==> src/adcc_pkg.sv <==
// Constants for the converter control block: register map, field layout,
// reset values and conversion timing.
// Assumes a 32-bit Avalon-MM bus with word-aligned byte addresses.
package adcc_pkg;
  localparam int unsigned AW = 5;
  // Register byte offsets
  localparam logic [AW-1:0] OFS_CTRL   = 5'h00;
  localparam logic [AW-1:0] OFS_RESULT = 5'h04;
  localparam logic [AW-1:0] OFS_P6DIR  = 5'h08;
  localparam logic [AW-1:0] OFS_IRQ_ST = 5'h0C;
  localparam logic [AW-1:0] OFS_IRQ_EN = 5'h10;
  localparam logic [AW-1:0] OFS_IRQ_CL = 5'h14;
  // Control register fields
  localparam int unsigned B_DONE  = 7;
  localparam int unsigned B_START = 6;
  localparam int unsigned B_AIDIS = 4;
  localparam int unsigned CH_W    = 4;
  localparam int unsigned MUX_W   = 3;
  // Interrupt status bits
  localparam int unsigned IRQ_W     = 2;
  localparam int unsigned I_DONE    = 0;
  localparam int unsigned I_ABORT   = 1;
  // Reset values
  localparam logic [7:0]  RST_BYTE  = 8'h00;
  localparam logic        RST_AIDIS = 1'b1;
  localparam logic [31:0] RD_ZERO   = 32'h0000_0000;
  // Timing: machine cycles per conversion, sampling window and bit slot
  localparam int unsigned CONV_MCYC   = 46;
  localparam int unsigned SAMPLE_MCYC = 4;
  localparam int unsigned SLOT_MCYC   = 5;
  localparam int unsigned FC_PER_MCYC = 4;
  localparam int unsigned CONV_CLKS   = CONV_MCYC * FC_PER_MCYC;
endpackage : adcc_pkg

==> src/adcc_sar.sv <==
// Successive-approximation sequencer, paced by machine-cycle ticks.
// Assumes the analog side compares the held input with o_dac_code.
`timescale 1ns/1ps
module adcc_sar
  import adcc_pkg::*;
#(
  parameter int unsigned DIV = FC_PER_MCYC
) (
  input  wire logic       i_sys_clk,
  input  wire logic       i_rst,
  input  wire logic       i_start,
  input  wire logic       i_abort,
  input  wire logic       i_cmp_hi,
  output logic            o_busy,
  output logic            o_sample,
  output logic            o_done,
  output logic [7:0]      o_code
);
  logic [7:0] div_ff, mc_ff, trial_ff, bit_ff;
  logic [2:0] ph_ff;
  wire        tick     = o_busy && (div_ff == 8'(DIV - 1));
  wire        samp_end = tick && (mc_ff == 8'(SAMPLE_MCYC - 1));
  wire        bit_end  = tick && (bit_ff != RST_BYTE)
                         && (ph_ff == 3'(SLOT_MCYC - 1));
  wire        last     = tick && (mc_ff == 8'(CONV_MCYC - 1)); // see [RULE4]

  // Divider and machine-cycle counters restart on every start so timing is exact; the slot counter restarts at sampling end
  always_ff @(posedge i_sys_clk or posedge i_rst) begin
    if (i_rst) begin
      o_busy <= 1'b0;
      div_ff <= RST_BYTE;
      mc_ff  <= RST_BYTE;
      ph_ff  <= 3'h0;
      o_done <= 1'b0;
    end else begin
      o_done <= last && !i_abort;
      if (i_start) begin
        o_busy <= 1'b1;
        div_ff <= RST_BYTE;
        mc_ff  <= RST_BYTE;
      end else if (i_abort || last) begin
        o_busy <= 1'b0;
      end else if (o_busy) begin
        div_ff <= tick ? RST_BYTE : div_ff + 8'h01;
        mc_ff  <= tick ? mc_ff + 8'h01 : mc_ff;
        if (samp_end || bit_end) ph_ff <= 3'h0;
        else if (tick) ph_ff <= ph_ff + 3'h1;
      end
    end
  end

  // Trial code: keep a bit only while the input sits at or above the DAC level
  always_ff @(posedge i_sys_clk or posedge i_rst) begin
    if (i_rst) begin
      trial_ff <= RST_BYTE;
      bit_ff   <= RST_BYTE;
    end else if (i_start) begin
      trial_ff <= RST_BYTE;
      bit_ff   <= RST_BYTE;
    end else if (samp_end) begin
      trial_ff <= 8'h80;
      bit_ff   <= 8'h80;
    end else if (bit_end) begin
      trial_ff <= (i_cmp_hi ? trial_ff : trial_ff & ~bit_ff) | (bit_ff >> 1);
      bit_ff   <= bit_ff >> 1;
    end
  end

  assign o_sample = o_busy && (mc_ff < 8'(SAMPLE_MCYC));
  assign o_code   = trial_ff;
endmodule : adcc_sar

==> src/adcc_top.sv <==
// Converter control block: register file on Avalon-MM, start/done/abort
// sequencing, result capture, interrupt status and analog-side controls.
// Assumes an external mux, sample-and-hold, DAC ladder and comparator.
//
// Function
// [RULE1] Software sets the port-6 direction bit of a pin before analog use.
// [RULE2] Analog disable bit 4 cleared, then bits 3-0 pick one of eight inputs.
// [RULE3] Writing 1 to start bit 6 begins converting the selected channel.
// [RULE4] A conversion completes 46 machine cycles after it starts.
// [RULE5] Done flag at bit 7 is set at the end of each conversion.
// [RULE6] Reading the result register clears the done flag automatically.
// [RULE7] Stop mode during conversion aborts it; result then undefined.
// [RULE8] Stop mode after a finished conversion keeps the result unchanged.
// [RULE9] Software avoids port output during conversion; other pins stay ports.
// [RULE10] Result register loads only at conversion end, unsigned code.
// [RULE11] Start bit reads back 0 once the conversion is accepted.
`timescale 1ns/1ps
module adcc_top
  import adcc_pkg::*;
#(
  parameter int unsigned DIV = FC_PER_MCYC
) (
  input  wire logic          i_sys_clk,
  input  wire logic          i_rst,
  input  wire logic [AW-1:0] i_avm_address,
  input  wire logic          i_avm_read,
  input  wire logic          i_avm_write,
  input  wire logic [31:0]   i_avm_writedata,
  input  wire logic [3:0]    i_avm_byteenable,
  input  wire logic          i_cmp_hi,
  input  wire logic          i_stop_mode,
  output logic [31:0]        o_avm_readdata,
  output logic               o_avm_waitrequest,
  output logic               o_irq,
  output logic [MUX_W-1:0]   o_mux_sel,
  output logic               o_mux_dis,
  output logic               o_sample,
  output logic [7:0]         o_dac_code,
  output logic [7:0]         o_port6_dir,
  output logic               o_busy
);
  // Register state
  logic [CH_W-1:0]  chan_ff;
  logic             aidis_ff;
  logic             start_ff;
  logic             done_ff;
  logic [7:0]       result_ff;
  logic [IRQ_W-1:0] ist_ff;
  logic [IRQ_W-1:0] ien_ff;
  logic             sar_busy;
  logic             sar_samp;
  logic             sar_done;
  logic [7:0]       sar_code;

  // Bus decode: a request is taken on the edge where waitrequest is low
  wire req      = i_avm_read || i_avm_write;
  wire acc      = req && !o_avm_waitrequest;
  wire wr_acc   = acc && i_avm_write && i_avm_byteenable[0];
  wire rd_acc   = acc && i_avm_read;
  wire sel_ctrl = (i_avm_address == OFS_CTRL);
  wire sel_res  = (i_avm_address == OFS_RESULT);
  wire sel_p6   = (i_avm_address == OFS_P6DIR);
  wire sel_ist  = (i_avm_address == OFS_IRQ_ST);
  wire sel_ien  = (i_avm_address == OFS_IRQ_EN);
  wire sel_icl  = (i_avm_address == OFS_IRQ_CL);
  wire [7:0] wb = i_avm_writedata[7:0];

  // Control side effects
  wire wr_ctrl   = wr_acc && sel_ctrl;
  wire go        = wr_ctrl && wb[B_START];                // see [RULE3]
  wire res_rd    = rd_acc && sel_res;
  wire abort     = sar_busy && i_stop_mode;               // see [RULE7]
  wire [IRQ_W-1:0] ev = {abort, sar_done};
  wire [IRQ_W-1:0] icl = (wr_acc && sel_icl) ? wb[IRQ_W-1:0] : '0;

  // Read mux: unmapped offsets read as zero
  wire [7:0] ctrl_rd = {done_ff, start_ff, 1'b0, aidis_ff, chan_ff};
  wire [7:0] rd_byte = sel_ctrl ? ctrl_rd :
                       sel_res  ? result_ff :
                       sel_p6   ? o_port6_dir :
                       sel_ist  ? 8'(ist_ff) :
                       sel_ien  ? 8'(ien_ff) : RST_BYTE;

  wire nxt_irq = |((ist_ff & ~icl | ev) & ien_ff);

  // Waitrequest drops for one cycle after a request appears
  always_ff @(posedge i_sys_clk or posedge i_rst) begin
    if (i_rst) begin
      o_avm_waitrequest <= 1'b1;
      o_avm_readdata    <= RD_ZERO;
    end else begin
      o_avm_waitrequest <= !(req && o_avm_waitrequest);
      o_avm_readdata    <= {24'h00_0000, rd_byte};
    end
  end

  // Channel selection, disable bit and pin direction register
  always_ff @(posedge i_sys_clk or posedge i_rst) begin
    if (i_rst) begin
      chan_ff     <= '0;
      aidis_ff    <= RST_AIDIS;
      o_port6_dir <= RST_BYTE;
    end else begin
      if (wr_ctrl) begin
        chan_ff  <= wb[CH_W-1:0];                         // see [RULE2]
        aidis_ff <= wb[B_AIDIS];                          // see [RULE2]
      end
      if (wr_acc && sel_p6) o_port6_dir <= wb;            // see [RULE1]
    end
  end

  // Start is a one-cycle request; it reads 0 again straight away
  always_ff @(posedge i_sys_clk or posedge i_rst) begin
    if (i_rst) start_ff <= 1'b0;
    else       start_ff <= go;                            // see [RULE11]
  end

  // Done flag: hardware set beats the read clear of the same cycle
  always_ff @(posedge i_sys_clk or posedge i_rst) begin
    if (i_rst)         done_ff <= 1'b0;
    else if (sar_done) done_ff <= 1'b1;                   // see [RULE5]
    else if (res_rd)   done_ff <= 1'b0;                   // see [RULE6]
  end

  // Result loads only on completion, so stop mode afterwards keeps it
  always_ff @(posedge i_sys_clk or posedge i_rst) begin
    if (i_rst)         result_ff <= RST_BYTE;
    else if (sar_done) result_ff <= sar_code;             // see [RULE10]
  end                                                     // see [RULE8]

  // Interrupt status: sticky, set wins over write-one clear
  always_ff @(posedge i_sys_clk or posedge i_rst) begin
    if (i_rst) begin
      ist_ff <= '0;
      ien_ff <= '0;
      o_irq  <= 1'b0;
    end else begin
      ist_ff <= (ist_ff & ~icl) | ev;
      if (wr_acc && sel_ien) ien_ff <= wb[IRQ_W-1:0];
      o_irq  <= nxt_irq;
    end
  end

  // Analog-side controls registered so the pins never glitch
  always_ff @(posedge i_sys_clk or posedge i_rst) begin
    if (i_rst) begin
      o_mux_sel  <= '0;
      o_mux_dis  <= RST_AIDIS;
      o_sample   <= 1'b0;
      o_dac_code <= RST_BYTE;
      o_busy     <= 1'b0;
    end else begin
      o_mux_sel  <= chan_ff[MUX_W-1:0];                   // see [RULE2]
      o_mux_dis  <= aidis_ff;
      o_sample   <= sar_samp;
      o_dac_code <= sar_code;
      o_busy     <= sar_busy;
    end
  end

  // Stop mode wins over a start in the same cycle
  adcc_sar #(
    .DIV      (DIV)
  ) u_sar (
    .i_sys_clk (i_sys_clk),
    .i_rst     (i_rst),
    .i_start   (start_ff && !i_stop_mode),
    .i_abort   (abort),
    .i_cmp_hi  (i_cmp_hi),
    .o_busy    (sar_busy),
    .o_sample  (sar_samp),
    .o_done    (sar_done),
    .o_code    (sar_code)
  );

  // Helper: clocks since the latest start request, whether or not stop mode blocks it
  logic [8:0] conv_cnt;
  always_ff @(posedge i_sys_clk or posedge i_rst) begin
    if (i_rst)                   conv_cnt <= '0;
    else if (start_ff)           conv_cnt <= '0;
    else if (conv_cnt != 9'h1FF) conv_cnt <= conv_cnt + 9'h001;
  end
endmodule : adcc_top

==> config.mk <==
export PLATFORM = sky130hd
export DESIGN_NAME = adcc_top
export DESIGN_NICKNAME = d
export VERILOG_FILES = /design/src/adcc_pkg.sv /design/src/adcc_sar.sv /design/src/adcc_top.sv
export SDC_FILE = /design/constraint.sdc
export NUM_CORES = 1
export LEC_CHECK = 0
export BUFFER_PORTS_ARGS = -buffer_cell sky130_fd_sc_hd__buf_2
export CAP_MARGIN = 20
export CELL_PAD_IN_SITES_DETAIL_PLACEMENT = 1
export CELL_PAD_IN_SITES_GLOBAL_PLACEMENT = 1
export CORE_MARGIN = 2
export CORE_UTILIZATION = 40
export CTS_CLUSTER_SIZE = 10
export DETAILED_ROUTE_END_ITERATION = 7
export PLACE_DENSITY_LB_ADDON = 0.1
export REMOVE_ABC_BUFFERS = 1
export SYNTH_ARGS = -nofsm -noshare
export SYNTH_HDL_FRONTEND = slang
export SYNTH_HIERARCHICAL = 1
export SYNTH_SLANG_ARGS = --single-unit
==> constraint.sdc <==
create_clock -name i_sys_clk -period 2.7 [get_ports i_sys_clk]
set_input_delay 0.27 -clock i_sys_clk [delete_from_list [all_inputs] [get_ports i_sys_clk]]
set_output_delay 0.27 -clock i_sys_clk [all_outputs]
set_load 0.01 [all_outputs]
After elaboration in Yosys (flattened, before gate mapping)
Index checks and enable logic that the tools add are counted.
{"block": "word_totals", "regBits": 88, "output_inout_bits": 56, "wordCells": 112}
{"block": "op_classes", "n_addsub": 3, "magnitude_cmp": 1, "n_eq_ne": 10, "mux": 27, "bitwise_logic": 9, "n_reduce_logical": 39}
{"op": "2-to-1 mux 8 bit", "n": 18}
{"op": "logical AND 1 bit", "n": 20}
{"op": "adder 8 x 1 -> 8 bit, second input constant", "n": 2}
{"op": "== test 8 x 2 -> 1 bit, second input constant", "n": 2}
{"op": "== test 5 x 4 -> 1 bit, second input constant", "n": 2}
{"op": "== test 5 bit, second input constant", "n": 2}
{"op": "nonzero test 2 bit", "n": 5}
{"op": "AND 8 bit", "n": 1}
{"op": "== test 8 x 6 -> 1 bit, second input constant", "n": 1}
{"op": "< comparator 8 x 3 -> 1 bit, second input constant", "n": 1}
{"op": "inverter 8 bit", "n": 1}
{"op": "OR 8 x 7 -> 8 bit", "n": 1}
{"op": "nonzero test 8 bit", "n": 1}
{"op": "2-to-1 mux 2 bit", "n": 3}
{"op": "2-to-1 mux 3 bit", "n": 2}
{"op": "== test 5 x 3 -> 1 bit, second input constant", "n": 1}
{"op": "zero test 5 bit", "n": 1}
{"op": "AND 2 bit", "n": 2}
{"op": "zero test 1 bit", "n": 4}
{"op": "2-to-1 mux 1 bit", "n": 4}
{"op": "AND reduction 4 bit", "n": 1}
{"op": "adder 3 x 1 -> 3 bit, second input constant", "n": 1}
{"op": "== test 3 bit, second input constant", "n": 1}
{"op": "logical OR 1 bit", "n": 3}
{"op": "other kinds (8)", "n": 9}

Logic depth before layout (Yosys ltp)
Gate-level depths: netlist (run 1).
{"block": "logic_depth", "word_depth": 11, "ltp_mapped": 7, "mapped_depth_nobuf": 6}

Cells and area by module
Netlist (run 1), hierarchy kept.
{"mod": "adcc_top", "instances": 1, "cells_per_inst": 177, "area_each_um2": 2253.4}
{"mod": "adcc_sar", "instances": 1, "cells_per_inst": 200, "area_each_um2": 1986.9}

Least setup slack after synthesis (run 1)
OpenSTA, ideal clock, no wires.
{"block": "synth_path", "path_type": "register -> register", "startpoint": "register u_sar.mc_ff[0]", "endpoint": "register u_sar.trial_ff[1], in the netlist u_sar/o_code[1]", "arrival_ps": 1880, "required_ps": 2563, "path_slack_ps": 683, "path_stages_with_launch": 8, "n_path_buf": 2, "cell_sequence": "dfrtp_1 > ha_1 > or4b_2 > nor4_4 > or2_1 > buf_6 > buf_12 > a311oi_2"}
{"block": "synth_between", "elab_chain_cells": 4, "elab_cells_between_ends": 5}
{"item": "start: declaration", "line_no": "adcc_sar.sv:19", "rtl": "logic [7:0] div_ff, mc_ff, trial_ff, bit_ff;"}
{"item": "start signal: assignment", "line_no": "adcc_sar.sv:45", "rtl": "mc_ff <= tick ? mc_ff + 8'h01 : mc_ff;"}
{"item": "== test 8 x 2 -> 1 bit (*)", "line_no": "adcc_sar.sv:22", "rtl": "wire samp_end = tick && (mc_ff == 8'(SAMPLE_MCYC - 1));"}
{"item": "logical AND 1 bit (*)", "line_no": "adcc_sar.sv:22"}
{"item": "2-to-1 mux 8 bit", "line_no": "adcc_sar.sv:60", "rtl": "end else if (samp_end) begin"}
{"item": "2-to-1 mux 8 bit", "line_no": "adcc_sar.sv:57", "rtl": "end else if (i_start) begin"}
{"item": "end signal: assignment", "line_no": "adcc_sar.sv:64", "rtl": "trial_ff <= (i_cmp_hi ? trial_ff : trial_ff & ~bit_ff) | (bit_ff >> 1);"}
{"item": "end: declaration", "line_no": "adcc_sar.sv:19"}
Mark *: on every way between the ends. The rest lies on a longest branch, timed or not.
A chain may end at the register's enable or synchronous reset.

Worst setup path in the final report (run 1)
{"block": "layout_path", "startpoint": "register u_sar.mc_ff[0]", "endpoint": "register u_sar.trial_ff[3], in the netlist u_sar/o_code[3]"}
The elaborated chain is that of the path after synthesis.

==> reports/results.tsv, run 1 <==
stage	metric	value	unit
final_layout	post-route cell area	4720	um2
cts	CTS tree	done	
power_and_ir_drop	Tot Pwr	0.00254	W
drt	first drt pass iteration count	4	
drt	DRC Markers	0	
floorplanning	die area	11400	um2
timing	crit path time final	2250	ps
power_and_ir_drop	Max rail drop VDD	0.234	mV
synthesis	area share of the largest cell type after synthesis	50.2	%
drt	Avg Vias per Cell	5.28	
synthesis	Mapped Avg Cell Area	11.2	um2
synthesis	post-synthesis cell count	377	
final_layout	most frequent cells in the layout	85 x dfrtp_1, 51 x buf_2, 31 x nand3_1, 30 x a21oi_1	
floorplanning	core box area	10300	um2
drt	WL/cell	16.8	um
cts	clock sink count	88	
synthesis	number of synthesized flops with an enable pin	0	
global_routing	first-pass GRT wire length	16.0	mm
timing	Max-slew headroom	60.7	%
synthesis	YS warnings	6	
cts	clock tree buffer depth	2	
cts	CTS Buf Count	9	
power_and_ir_drop	Pwr per Cell Area	538	nW/um2
timing	final setup fails	0	
floorplanning	Die Y	107	um
synthesis	Distinct cells, synth	63	
global_routing	initial antenna violation count	0	
synthesis	Seq/Total Area, Yosys	52.0	%
synthesis	top cells by area, synth	dfrtp_1 50%, buf_4 4.2%, mux2_2 4.0%, nand3_1 3.7%, a21oi_1 3.5%	
final_layout	most common cell after layout, fill and taps aside	dfrtp_1	
drt	met3 wire length	286	um
floorplanning	initial cell density of the core	41.1	%
global_routing	vias in the first global route	3081	
timing	fin crit share	83.3	%
floorplanning	# IOs	103	
timing	worst setup margin	450	ps
setup_path	Critical Path RT	2940	ps
cts	H-tree depth	3	
timing	Max Freq	444	MHz
floorplanning	row count	37	
global_routing	Tot GR Track Use	18.2	%
timing	Fin Setup TNS	0	ps
timing	Worst-Margin Slew	589	ps
drt	met1 wire length	4.35	mm
cts	Resized cells post-CTS	0	
drt	DR iter-0 viols	107	
setup_path	WS Path Type	flop to flop	
synthesis	ys flop type	dfrtp_1	
final_layout	Area growth syn-to-layout	11.3	%
setup_path	CP Launch Type	flop	
timing	final slew viol count	0	
placement	DP Area	4520	um2
placement	pre-CTS setup slack	456	ps
placement	Final HPWL DP	6.83	mm
drt	post-detailed-routing wire length	9.64	mm
setup_path	WP data arrival	2490	ps
synthesis	largest area contributor in the netlist	dfrtp_1	
drt	Detail Route Antenna Nets	0	
setup_path	crit path max fanout	14	
setup_path	Worst setup EP type	flop	
synthesis	synthesized cell area	4240	um2
cts	worst skew pair latency	370	ps
drt	uppermost layer routed	met4	
cts	Reg clk slew, reported paths	90	ps
global_routing	largest net degree at the start of global routing	38	
final_layout	final net count	484	
synthesis	FF+latch count, synth	88	
placement	routability cong.	0.808	
timing	WHS	69.4	ps
final_layout	share of cells above drive strength 1	27.5	%
drt	Vias	3024	
timing	Final Hold Fails	0	
cts	Setup Buffers After CTS	0	
outcome	status	complete, no violations	
hold_path	Hold Crit Class	primary input to flop	
final_layout	ant diodes	0	
cts	root buf cell	clkbuf_8	
timing	RSZ-0062 raised after global routing	no	
drt	WL met2	4.80	mm
power_and_ir_drop	leakage power	2.20	nW
placement	# port buffers	51	
cts	CTS Hold Bufs	1	
synthesis	ys async rst share	100	%
flow_run	max_cap viols	0	
floorplanning	die width	107	um
timing	final clock skew	13.2	ps
global_routing	grt ovf	0	
==> cells by family (layout without fill, tap and decap cells) <==
family / Yosys count / after routing / synth area share, %
compound gates: 73 / 73 / 11.5
xor+xnor: 2 / 2 / 0.413
fa+ha+maj: 5 / 5 / 1.48
buf+inv: 51 / 88 / 8.11
flops: 88 / 88 / 52.0
mux: 24 / 24 / 7.05
other cells: 1 / 24 / 0.0884
simple gates: 133 / 133 / 19.3
==> flip-flops by register name, summed over array words and instances (netlist names) <==
name	count
u_sar/o_done	1
o_busy	1
u_sar/div_ff	8
u_sar/ph_ff	3
o_mux_dis	1
ist_ff	2
chan_ff	4
u_sar/bit_ff	8
u_sar/o_busy	1
ien_ff	2
aidis_ff	1
o_avm_readdata	8
u_sar/mc_ff	8
o_irq	1
o_mux_sel	3
o_dac_code	8
start_ff	1
o_sample	1
done_ff	1
result_ff	8
o_port6_dir	8
u_sar/o_code	8
o_avm_waitrequest	1
==> metrics by stage <==
step,instances,utilization (%)
after floorplan,358,-
after global placement,556,43.8
after detailed placement,556,43.8
after CTS,573,45.7
after global routing,573,45.7
final,573,45.7
==> critical path: stages (launching register included) <==
cell and delay, ps:
dfrtp_1 440, ha_1 240, or4b_2 650, nor4_4 350, or2_1 160, buf_4 210, a311oi_1 60
==> final cells by class <==
| type | instances | area, um2 |
|---|---|---|
| inverter | 9 | 33.8 |
| tap | 136 | 170 |
| sequential | 88 | 2210 |
| clock inverter | 3 | 15.0 |
| multi-input combinational | 261 | 1780 |
| clock buffer | 13 | 169 |
| fill | 1169 | 5610 |
| timing repair buffer | 63 | 348 |
==> path summary, 6_finish.rpt <==
check,startpoint,slack [ps],cells after the start,to
max,u_sar/mc_ff[0],450,6,u_sar/o_code[3]
min,i_avm_write,70,2,o_avm_waitrequest
max reg2reg,u_sar/mc_ff[0],450,6,u_sar/o_code[3]
min reg2reg,aidis_ff,380,0,o_mux_dis
max in group asynchronous,i_rst,1740,4,u_sar/bit_ff[3]
min in group asynchronous,i_rst,490,4,start_ff
==> per-layer routing <==
layer / up-vias / GRT usage (%)
met5: - / 0
met4: 0 / 7.98
met3: 15 / 3.28
met2: 50 / 29.3
met1: 1535 / 24.0
li1: 1424 / -
==> cells in the mapped netlist, types with 2 or more instances <==
cell      number
a211o_1        3
a21o_1         3
a21oi_1       30
a311oi_1       5
a311oi_2       3
and3_1         2
and3b_1        3
and4bb_2       2
buf_2          5
buf_4         24
buf_6          5
clkbuf_1       4
clkbuf_2       2
dfrtp_1       85
dfstp_2        3
ha_1           5
inv_1          9
mux2_2        15
mux2_4         8
nand2_1       24
nand2b_1       4
nand3_1       31
nand4_1        4
nor2_1         9
nor2b_1        5
nor3_1         7
nor3_4         2
nor3b_1        2
nor4_1         8
nor4bb_1       3
o21ai_0       15
o21ai_1        2
o31ai_1        4
or3_1          8
or4_1          4
xnor2_1        2
==> power breakdown <==
group | switching, W | internal, W | total [W]
Sequential | 0.0000554 | 0.00139 | 0.00144
Clock | 0.000468 | 0.000406 | 0.000874
Combinational | 0.000130 | 0.0000947 | 0.000225
Total | 0.000654 | 0.00189 | 0.00254
Note: power is estimated with default switching activity, not from simulation.
==> run 2: changes to the inputs <==
==> constraint.sdc (replaced) <==
create_clock -name i_sys_clk -period 2.1 [get_ports i_sys_clk]
set_input_delay 0.21 -clock i_sys_clk [delete_from_list [all_inputs] [get_ports i_sys_clk]]
set_output_delay 0.21 -clock i_sys_clk [all_outputs]
set_load 0.01 [all_outputs]
==> run 2 against run 1 <==
Net effect: critical path depth fell by 2; non-clock buffer count rose by 20; clock-buffer cell count fell by 3; largest cell class unchanged.
==> reports/results.tsv, run 2 (synthesis gave the netlist of run 1 again) <==
stage	metric	value	unit
outcome	status	complete, no violations	
drt	DR iter-0 viols	81	
timing	Fin Setup TNS	0	ps
cts	root buf cell	clkbuf_8	
timing	Final Hold Fails	0	
final_layout	ant diodes	0	
floorplanning	core box area	10300	um2
global_routing	largest net degree at the start of global routing	52	
power_and_ir_drop	sw frac	26.9	%
global_routing	met3 Usage GRT	3.47	%
cts	clock sink count	88	
flow_run	max_cap viols	0	
global_routing	grt ovf	0	
setup_path	Crit path buffers/inverters	0	
power_and_ir_drop	Cell Int Power	0.00240	W
global_routing	initial antenna violation count	0	
timing	final slew viol count	0	
timing	RSZ-0062 raised after global routing	no	
setup_path	crit path cell chain	or4_4, or3_1, nor2_8, a311oi_1	
global_routing	vias in the first global route	3146	
global_routing	grt peak-use layer	met2	
power_and_ir_drop	Reg power frac	56.3	%
cts	Reg clk slew, reported paths	100	ps
drt	WL/cell	16.2	um
setup_path	critical path's top delay family	simple AND/OR/NAND/NOR gates	
cts	clock tree buffer depth	2	
final_layout	share of cells above drive strength 1	31.1	%
power_and_ir_drop	P_sw	0.000883	W
power_and_ir_drop	clock power share	33.9	%
hold_path	Hold Crit Class	primary input to flop	
hold_path	hold path startpoint	i_avm_write	
global_routing	Tot GR Track Use	17.7	%
drt	Avg Vias per Cell	5.21	
final_layout	fillers	1157	
timing	final clock skew	13.5	ps
setup_path	reg-to-reg startpoint	u_sar/div_ff[4]	
power_and_ir_drop	Tot Pwr	0.00328	W
setup_path	CP max-delay cell	or4_4	
global_routing	first-pass GRT wire length	16.0	mm
timing	fin crit share	94.8	%
setup_path	Worst setup EP type	flop	
placement	Final HPWL DP	6.93	mm
floorplanning	# IOs	103	
timing	Max-slew headroom	66.2	%
cts	CTS tree	done	
floorplanning	row count	37	
setup_path	WS Path Type	flop to flop	
timing	Worst-Margin Slew	505	ps
setup_path	WP data arrival	2210	ps
timing	crit path time final	1990	ps
setup_path	CP Launch Point	u_sar/div_ff[4]	
placement	pre-CTS setup slack	83.8	ps
final_layout	most common cell after layout, fill and taps aside	dfrtp_1	
floorplanning	die width	107	um
power_and_ir_drop	leakage power	2.31	nW
placement	# port buffers	51	
timing	final setup fails	0	
floorplanning	die area	11400	um2
timing	Max Freq	502	MHz
final_layout	Area growth syn-to-layout	15.9	%
timing	WHS	46.4	ps
global_routing	grt met2 use	30.0	%
setup_path	crit path max fanout	8	
power_and_ir_drop	Pwr per Cell Area	668	nW/um2
placement	dpl cells	576	
cts	CTS Buf Count	9	
drt	Vias	3088	
drt	DRC Markers	0	
drt	first drt pass iteration count	4	
timing	worst setup margin	110	ps
power_and_ir_drop	Logic pwr share	9.8	%
final_layout	final net count	504	
setup_path	Critical Path RT	2320	ps
cts	H-tree depth	3	
setup_path	slowest stage delay, CP	630	ps
global_routing	global-route met1 utilization	23.6	%
setup_path	CP Launch Type	flop	
drt	Detail Route Antenna Nets	0	
final_layout	final cell count without fillers	593	
final_layout	most frequent cells in the layout	85 x dfrtp_1, 51 x buf_2, 31 x nand3_1, 30 x a21oi_1, 28 x buf_4	
cts	worst skew pair latency	350	ps
drt	post-detailed-routing wire length	9.59	mm
power_and_ir_drop	Max rail drop VDD	0.425	mV
floorplanning	initial cell density of the core	41.1	%
placement	routability cong.	0.779	
floorplanning	Die Y	107	um
==> run 2: changes by cell type in the layout (fill, tap and decap cells not counted) <==
cell        previous run  this run
buf_12                 0         3
buf_4                 11        28
clkbuf_1               1         0
clkbuf_8              12        10
clkinv_2               3         0
clkinv_4               0         2
clkinvlp_4             0         2
inv_6                  0         2
nor4bb_1               3         2
nor4bb_2               0         1
==> run 2: metal layers <==
layer / share of wire, % / wire length, um / vias up
met2: 50 / 4750 / 54
li1: - / - / 1468
met1: 47 / 4470 / 1559
met4: 0.77 / 74 / 0
met3: 3.1 / 300 / 7
met5: 0 / 0 / -
==> run 2: repair_timing <==
item,4_1_cts,5_1_grt
resized for setup,0,1
hold endpoints to repair,62,0
buffers inserted,0,0
hold buffers,1,0
setup endpoints to repair,0,3
==> run 2: worst paths after layout <==
check / to / slack, ps / cells after the start
max: u_sar/o_code[4] / 110 / 4
max reg2reg: u_sar/o_code[4] / 110 / 4
max in group asynchronous: u_sar/mc_ff[0] / 1210 / 4
min reg2reg: o_mux_dis / 380 / 0
min in group asynchronous: o_busy / 460 / 4
min: o_avm_waitrequest / 50 / 2
==> run 2: power groups by stage <==
stage          Sequential [W]  Combinational (W)  Clock (W)
2_1_floorplan         0.00188           0.000163          0
3_3_place_gp          0.00188           0.000316          0
3_5_place_dp          0.00188           0.000325          0
4_1_cts               0.00185           0.000328    0.00116
5_1_grt               0.00186           0.000362    0.00122
6_report              0.00185           0.000323    0.00111
==> run 2: area by class of cell <==
type,instances,area [um2],area share (%)
sequential,88,2210,44.9
clock buffer,10,138,2.80
tap,136,170,3.46
timing repair buffer,83,536,10.9
clock inverter,6,50.0,1.02
inverter,9,33.8,0.687
multi-input combinational,261,1780,36.3
==> run 2: per-stage QoR <==
step	cell area [um2]	util, %
floorplan	4020	-
global placement	4710	45.6
detailed placement	4710	45.6
CTS	4910	47.6
global route	4920	47.6
finish	4920	47.6
==> run 2: worst register-to-register path, cell delays in order (launching register included) <==
cell and delay, ps:
dfrtp_1 400, or4_4 630, or3_1 510, nor2_8 210
a311oi_1 120
